File: src/irxm_pkg.sv
/*
 * package for the isochronous receive channel mask block: register offsets,
 * field layout, reset values and the carrier types between the mask and the
 * receive-path filter.
 * assumes a 32-bit classic wishbone register bus with byte addresses.
 */
package irxm_pkg;

   // ************************************************************
   // register map (byte addresses)
   // ************************************************************
   localparam int unsigned addr_width = 8;
   localparam logic [7:0] high_mask_set_offset = 8'h70;
   localparam logic [7:0] high_mask_clear_offset = 8'h74;
   localparam logic [7:0] low_mask_set_offset = 8'h78;
   localparam logic [7:0] low_mask_clear_offset = 8'h7c;

   // ************************************************************
   // field layout and reset values
   // ************************************************************
   localparam int unsigned mask_width = 32;
   localparam int unsigned channel_width = 6;
   localparam int unsigned channel_msb = 5;
   // mask contents are undefined to software; hardware parks them at zero
   localparam logic [31:0] mask_reset = 32'h0000_0000;
   localparam logic [31:0] read_unmapped = 32'h0000_0000;

   // ************************************************************
   // carriers
   // ************************************************************
   typedef struct packed {
      logic valid;
      logic iso;
      logic [5:0] channel;
   } irxm_rx_req_type;

   typedef struct packed {
      logic accept;
      logic discard;
   } irxm_rx_resp_type;

endpackage

File: src/irxm_chan_filter.sv
/*
 * receive-path filter: looks up one packet's isochronous channel in the
 * 64-bit channel mask and answers accept or discard one cycle later.
 * assumes the request comes from logic on core_clk (no synchroniser).
 */
`timescale 1ns/1ps
`default_nettype none
module irxm_chan_filter (
   // clock and reset
   input wire logic core_clk,
   input wire logic reset,
   // mask from the register bank
   input wire logic [31:0] mask_high,
   input wire logic [31:0] mask_low,
   // receive path
   input wire irxm_pkg::irxm_rx_req_type rx_req,
   output irxm_pkg::irxm_rx_resp_type rx_resp
);

   // ************************************************************
   // lookup
   // ************************************************************
   irxm_pkg::irxm_rx_resp_type state;
   irxm_pkg::irxm_rx_resp_type next_state;
   logic enabled;

   always_comb begin
      // channel bit 5 picks the upper half, bits 4:0 the position in it
      if (rx_req.channel[irxm_pkg::channel_msb]) begin
         enabled = mask_high[rx_req.channel[4:0]];
      end else begin
         enabled = mask_low[rx_req.channel[4:0]];
      end
      next_state.accept = 1'b0;
      next_state.discard = 1'b0;
      if (rx_req.valid) begin
         // non-isochronous traffic is not subject to the channel mask
         next_state.accept = !rx_req.iso || enabled;
         next_state.discard = rx_req.iso && !enabled;
      end
   end

   always_ff @(posedge core_clk or posedge reset) begin
      if (reset) begin
         state <= '0;
      end else begin
         state <= next_state;
      end
   end

   assign rx_resp = state;

endmodule
`default_nettype wire

File: src/irxm_channel_mask.sv
/*
 * isochronous receive channel mask: two 32-bit masks, each reached through
 * a set address and a clear address over classic wishbone, and the filter
 * that gates received isochronous packets by channel number.
 * assumes a single 100 MHz core_clk; a classic single-cycle master that
 * holds each request until it sees ack and idles at least one cycle between
 * accesses; and a receive path that drives rx_req from core_clk. the masks
 * are brought out so the rest of the receive logic can see open channels.
 */
// Local design decision: register access over Wishbone.
// Contract
// - upper bit i enables channel 32 plus i
// - lower bit i enables channel i
// - lower mask has set and clear addresses
// - discard isochronous channels 0-31 unless lower bit set
// - upper mask set/clear gates channels 32-63
// - reading set or clear returns mask
`timescale 1ns/1ps
`default_nettype none
module irxm_channel_mask (
   // clock and reset
   input wire logic core_clk,
   input wire logic reset,
   // wishbone slave
   input wire logic wb_cyc_i,
   input wire logic wb_stb_i,
   input wire logic wb_we_i,
   input wire logic [7:0] wb_adr_i,
   input wire logic [3:0] wb_sel_i,
   input wire logic [31:0] wb_dat_i,
   output logic [31:0] wb_dat_o,
   output logic wb_ack_o,
   // receive path
   input wire irxm_pkg::irxm_rx_req_type rx_req,
   output irxm_pkg::irxm_rx_resp_type rx_resp,
   // mask state for the rest of the receive logic
   output logic [31:0] mask_high,
   output logic [31:0] mask_low
);

   // ************************************************************
   // state
   // ************************************************************
   typedef struct packed {
      logic [31:0] high;
      logic [31:0] low;
      logic [31:0] rdata;
      logic ack;
   } irxm_state_type;

   // which mask register an address names; all zero for an unmapped address
   typedef struct packed {
      logic high_set;
      logic high_clear;
      logic low_set;
      logic low_clear;
   } irxm_target_type;

   irxm_state_type state;
   irxm_state_type next_state;

   // ************************************************************
   // helpers
   // ************************************************************
   // expands byte enables to a bit mask; unselected lanes write nothing
   function automatic logic [31:0] lane_bits(input logic [3:0] sel);
      logic [31:0] bits;
      bits = '0;
      for (int i = 0; i < 4; i++) begin
         bits[i*8 +: 8] = {8{sel[i]}};
      end
      return bits;
   endfunction

   // set form: ones set, zeros keep
   function automatic logic [31:0] apply_set(input logic [31:0] cur,
                                             input logic [31:0] wr);
      return cur | wr;
   endfunction

   // clear form: ones clear, zeros keep
   function automatic logic [31:0] apply_clear(input logic [31:0] cur,
                                               input logic [31:0] wr);
      return cur & ~wr;
   endfunction

   // shared by the write path and the read path so both agree on the target;
   // an address is matched in full, so near aliases read as unmapped
   function automatic irxm_target_type decode_target(input logic [7:0] adr);
      irxm_target_type hit;
      hit = '0;
      if (adr == irxm_pkg::high_mask_set_offset) begin
         hit.high_set = 1'b1;
      end else if (adr == irxm_pkg::high_mask_clear_offset) begin
         hit.high_clear = 1'b1;
      end else if (adr == irxm_pkg::low_mask_set_offset) begin
         hit.low_set = 1'b1;
      end else if (adr == irxm_pkg::low_mask_clear_offset) begin
         hit.low_clear = 1'b1;
      end
      return hit;
   endfunction

   // both addresses of a mask read the mask itself
   function automatic logic [31:0] read_word(input irxm_target_type hit,
                                             input logic [31:0] high_word,
                                             input logic [31:0] low_word);
      logic [31:0] word;
      word = irxm_pkg::read_unmapped;
      if (hit.high_set || hit.high_clear) begin
         word = high_word;
      end else if (hit.low_set || hit.low_clear) begin
         word = low_word;
      end
      return word;
   endfunction

   // one mask behind its two addresses; zero bits keep their value
   function automatic logic [31:0] update_mask(input logic [31:0] cur,
                                               input logic set_hit,
                                               input logic clear_hit,
                                               input logic [31:0] wr);
      logic [31:0] word;
      word = cur;
      if (set_hit) begin
         word = apply_set(cur, wr);
      end else if (clear_hit) begin
         word = apply_clear(cur, wr);
      end
      return word;
   endfunction

   // ************************************************************
   // bus request decode
   // ************************************************************
   logic request;
   logic write_now;
   logic [31:0] wr_bits;
   irxm_target_type target;

   // ************************************************************
   // bus slave and mask update
   // ************************************************************
   always_comb begin
      request = wb_cyc_i && wb_stb_i;
      target = decode_target(wb_adr_i);
      wr_bits = wb_dat_i & lane_bits(wb_sel_i);
      // a write lands at the edge where the master sees ack, so a read that
      // follows it already returns the new mask
      write_now = request && state.ack && wb_we_i;
      next_state = state;
      // ack one cycle after the request, dropped the cycle after; a master
      // that keeps stb up past ack sees ack low before its next access
      next_state.ack = request && !state.ack;
      if (write_now) begin
         next_state.high = update_mask(state.high, target.high_set, target.high_clear,
                                       wr_bits);
         next_state.low = update_mask(state.low, target.low_set, target.low_clear,
                                      wr_bits);
      end
      // read data is captured together with ack and stands until replaced
      if (request && !state.ack) begin
         next_state.rdata = read_word(target, state.high, state.low);
      end
   end

   // the masks mean nothing to software after reset; zeroing them only keeps
   // the filter away from unknowns, and software clears both masks itself
   always_ff @(posedge core_clk or posedge reset) begin
      if (reset) begin
         state.high <= irxm_pkg::mask_reset;
         state.low <= irxm_pkg::mask_reset;
         state.rdata <= '0;
         state.ack <= 1'b0;
      end else begin
         state <= next_state;
      end
   end

   // ************************************************************
   // outputs
   // ************************************************************
   assign wb_ack_o = state.ack;
   assign wb_dat_o = state.rdata;
   assign mask_high = state.high;
   assign mask_low = state.low;

   // ************************************************************
   // channel view
   // ************************************************************
   // one enable per channel number, in channel order, so the bit-to-channel
   // mapping lives in one place and the filter only ever sees channel order
   logic [63:0] channel_on;

   for (genvar i = 0; i < irxm_pkg::mask_width; i++) begin : g_lower
      assign channel_on[i] = state.low[i];
   end
   // upper mask bit i is channel 32 plus i
   for (genvar i = 0; i < irxm_pkg::mask_width; i++) begin : g_upper
      assign channel_on[irxm_pkg::mask_width + i] = state.high[i];
   end

   // ************************************************************
   // receive filter
   // ************************************************************
   irxm_chan_filter u_filter (
      .core_clk(core_clk),
      .reset(reset),
      .mask_high(channel_on[63:32]),
      .mask_low(channel_on[31:0]),
      .rx_req(rx_req),
      .rx_resp(rx_resp)
   );

endmodule
`default_nettype wire

File: config.mk
export PLATFORM = sky130hd
export DESIGN_NAME = irxm_channel_mask
export DESIGN_NICKNAME = d
export VERILOG_FILES = /design/src/irxm_pkg.sv /design/src/irxm_chan_filter.sv /design/src/irxm_channel_mask.sv
export SDC_FILE = /design/constraint.sdc
export NUM_CORES = 1
export LEC_CHECK = 0
export ABC_AREA = 1
export BUFFER_PORTS_ARGS = -buffer_cell sky130_fd_sc_hd__buf_4
export CAP_MARGIN = 10
export CORE_AREA = 3 3 119 121
export DETAILED_ROUTE_END_ITERATION = 10
export DIE_AREA = 0 0 122 124
export PLACE_DENSITY = 0.72
export SYNTH_ARGS = -nofsm -noshare
export SYNTH_HDL_FRONTEND = slang
export SYNTH_SLANG_ARGS = --single-unit
File: constraint.sdc
create_clock -name core_clk -period 3.5 [get_ports core_clk]
set_clock_uncertainty 0.05 [all_clocks]
set_input_delay 0 -clock core_clk [delete_from_list [all_inputs] [get_ports core_clk]]
set_output_delay 0 -clock core_clk [all_outputs]
set_load 0.02 [all_outputs]
# --- Word level (Yosys, flattened, before mapping) ---
# Index checks and enable logic that the tools add are counted.
word_totals:
  regBits: 99
  word_cells: 51
classes:
  n_eq_ne: 4
  muxes: 19
  n_lt_le_gt_ge: 1
  reduce_logical: 15
  bitwise_logic: 6
ops:
  columns: ["op", "count"]
  rows:
  - ["2-to-1 mux 32 bit", 6]
  - ["AND 32 bit", 3]
  - ["OR 32 bit", 2]
  - ["== test 8 x 7 -> 1 bit, second input constant", 4]
  - ["inverter 32 bit", 1]
  - ["binary-select mux 1 bit (select 5 bit)", 2]
  - ["2-to-1 mux 1 bit", 8]
  - ["less-than comparator 5 x 6 -> 1 bit, second input constant", 1]
  - ["logical AND 1 bit", 5]
  - ["2-to-1 mux 2 bit", 2]
  - ["AND reduction 2 bit", 2]
  - ["nonzero test 2 bit", 2]
  - ["zero test 1 bit", 3]
  - ["logical OR 1 bit", 3]
  - ["2-to-1 mux 3 bit", 1]

# --- Depth between registers and ports, before layout ---
depth:
  ltp_word: 8
  ltp_mapped: 13
  ltp_nobuf: 11

# --- Modules after synthesis ---
# From an unflattened synthesis, not the netlist that was laid out.
hier_totals:
  cells_unflattened: 889
  hier_area_um2: 6003.3
modules_own_cells:
  columns: ["mod", "instances", "seq_area_each_um2", "area_each_um2", "cells_each"]
  rows:
  - ["irxm_channel_mask", 1, 2427.3, 5235.0, 731]
  - ["irxm_chan_filter", 1, 50.0, 768.2, 158]

# --- Worst setup path before layout ---
# Ideal clock, no wire load.
synth_path:
  kind: "reg-to-reg"
  from: "reg state (netlist bit wb_ack_o)"
  to: "reg state (netlist bit wb_dat_o[17])"
  path_buffers: 2
  arrival_time_ns: 1.336
  stages_incl_launch_ff: 6
  slack_ns: 2.032
  setup_ns: 0.082
  period_less_slack_ns: 1.468
  path_cell_list: "dfrtp_1 -> nor2_1 -> clkbuf_1 -> clkbuf_1 -> nor2_1 -> a31oi_1"
synth_via:
  elab_chain_cells: 2
synth_lines:
  columns: ["item", "line", "rtl"]
  rows:
  - ["start, declared", "irxm_channel_mask.sv:59", "irxm_state_type state;"]
  - ["start signal, assigned", "irxm_channel_mask.sv:176", "state <= next_state;"]
  - ["zero test 1 bit", "irxm_channel_mask.sv:162", "if (request && !state.ack) begin"]
  - ["logical AND 1 bit", "irxm_channel_mask.sv:162", null]
# Every way passes these cells.
# A chain may end at the register's enable or synchronous reset.

==> impl_metrics.ini <==
[timing]
setup_viol_count_final = 0
rsz0062_at_grt = no
fmax_mhz = 464
max-slew-margin-rel_pct = 29.0
setup_tns_ps = 0
drv_slew = 0
hold_viol = 0
fin_crit_sh_pct = 61.6
worst_slew_pin_slew_ps = 1060
period_needed_ps = 2160
fin_ws_ps = 1340

[placement]
placed_area_um2 = 6480
gp_congestion = 0.799
detailedPlace.worstSlack_ps = 1140
port_buffers = 155
dp_hpwl_um = 10500

[setup_path]
r2r_cells = 5
crit_path_end_kind = register
reg2reg_slack_ps = 1360
required_ps = 3740
cp_slowest_cell = inv_1
startpoint_type = primary input
critical_path.max_stage_delay_ps = 770
r2r-start = wb_ack_o$_DFF_PP0_
cp_cell_sequence = buf_4 -> inv_1 -> nand2_1 -> nand3_1 -> nand3_1 -> nand2_1 -> nand2_1 -> nand3_1 -> nand3_1 -> nand3_1 -> nand2_1 -> dlygate4sd3_1 -> inv_1
crit_top_cell = nand3_1
worst-setup-path-type = in2reg
critical_path_arrival_ps = 2400
crit_fanout = 33

[global_routing]
grt-ovfl-total = 0
grt_pass1_wl_um = 25100
grt_usage_pct = 21.1
grt_max_degree = 65
antenna_found_initial = 0
grt_pass1_vias = 4866

[power]
totalPowerFinal_mw = 2.70
ir_worst_vdd_mv = 0.217
cellLeakagePower_nw = 3.26
power_density_nw_per_um2 = 393

[cts]
clk_pin_slew_worst_paths_ps = 70
cts_buffers = 9
insertion_delay_ps = 350
root_buffer = clkbuf_16
htreeDepth = 3
clockBufferDepth = 2
cts_tree = built
clock-sinks = 99

[route]
wire_per_inst_um = 16.0
met1_length_um = 6620
drc = 0
first_pass_iters = 6
ant_nets = 0
drtIter0Drc = 373
met2WireLength_um = 7650
met3WireLength_um = 986
vias_per_cell = 5.10
vias = 4958
wl_um = 15500
top_layer_used = met4

[synth]
yosys_warnings = 0
syn_area_um2 = 5240
ys_ff_latch = 99
synth.net_count = 709
seq_area_frac_synth_pct = 47.3
avgSynthCellArea_um2 = 8.03
synthCells = 652
synth_cell_types = 19

[layout]
stdcell_area_um2 = 6880
layout_common_cells = 160 x buf_4, 147 x nand2_1, 99 x dfrtp_1, 98 x nor2_1, 64 x a21oi_1
area_delta_synth_final_pct = 31.3
layout_commonest_cell = buf_4
diodes = 0
nets = 848
drive_gt1_share_pct = 30.5
fillCellCount = 1263

[floorplanning]
die_area_um2 = 15100
die_h_um = 124
die_x_um = 122
rows = 42
coreArea_um2 = 13200
pin_count = 156
start_util_pct = 39.7

[flow_run]
maxCapViolCount = 0

[worst_hold_path]
min_from = wb_dat_i[13]
whs_path_depth = 5
hold_class = in2reg

[outcome]
outcome = finished clean
[worst max-delay path by stage]
stage                            start                             to  slack [ps]  cells after the start
global route                 rx_req[0]  u_filter.rx_resp[1]$_DFF_PP0_        1020                     13
CTS                 wb_ack_o$_DFF_PP0_                       register        1320                      5
floorplan                        reset                      async pin         860                      1
detailed placement         wb_adr_i[1]                       register        1140                      8
finish                       rx_req[0]  u_filter.rx_resp[1]$_DFF_PP0_        1340                     13
global placement           wb_adr_i[1]                       register        1180                      7
[logic make-up (layout without fill, tap and decap cells)]
family          after synthesis  count (layout)  synth area share, %
compound gates               96              96                 9.94
buf+inv                      86             230                 6.81
flops                        99              99                 47.3
simple gates                371             371                 36.0
[metal layers]
metal  up-vias  GRT usage [%]
met5         -              0
met4         0           7.56
met3        17           3.09
met2       150           34.4
met1      2364           28.8
li1       2427              -
[where the power goes]
part | leakage [nW] | switching (mW) | total [mW] | internal (mW)
Combinational | 1.80 | 0.262 | 0.439 | 0.177
Sequential | 1.32 | 0.0348 | 1.24 | 1.20
Clock | 0.137 | 0.451 | 1.02 | 0.573
[cells in the mapped netlist]
| library cell | count | area (um2) |
|---|---|---|
| nor3_4 | 1 | 16.3 |
| or2_4 | 1 | 8.76 |
| nor3_2 | 60 | 601 |
| nor3b_4 | 1 | 18.8 |
| dfrtp_1 | 99 | 2480 |
| nand3b_1 | 1 | 7.51 |
| nor3_1 | 4 | 20.0 |
| nor2_1 | 99 | 372 |
| inv_1 | 45 | 169 |
| nand3_1 | 54 | 270 |
| clkbuf_1 | 28 | 105 |
| a21oi_1 | 64 | 320 |
| nand4_1 | 1 | 6.26 |
| a31oi_1 | 32 | 200 |
| buf_6 | 3 | 33.8 |
| nand2_1 | 147 | 552 |
| buf_2 | 9 | 45.0 |
| nand2_2 | 2 | 12.5 |
| buf_1 | 1 | 3.75 |
[critical path: cells and delay by family]
kind / cells / cell delay (ps)
and+or+nand+nor: 9 / 800
buffers and inverters: 4 / 1600
[cell type report]
type | instances | area [um2] | area share, %
Timing Repair Buffer | 169 | 1290 | 18.8
Inverter | 45 | 171 | 2.49
Clock buffer | 10 | 239 | 3.48
Tap cell | 176 | 220 | 3.20
Multi-Input combinational cell | 467 | 2410 | 35.1
Clock inverter | 6 | 65.1 | 0.946
Sequential cell | 99 | 2480 | 36.0
[stage by stage]
step	std cells	util (%)	hold WS, ps
after floorplan	652	-	53.9
after global placement	947	49.1	150
after detailed placement	947	49.1	153
after CTS	972	52.1	0.246
after global routing	972	52.1	30.1
final	972	52.1	7.48
[repair_timing]
item                                   4_1_cts  5_1_grt
gates resized for setup                      0        0
buffers inserted                             0        0
endpoints found under the hold margin      105        0
hold buffers                                 9        0
No activity file was read; power rests on OpenSTA's default activity.
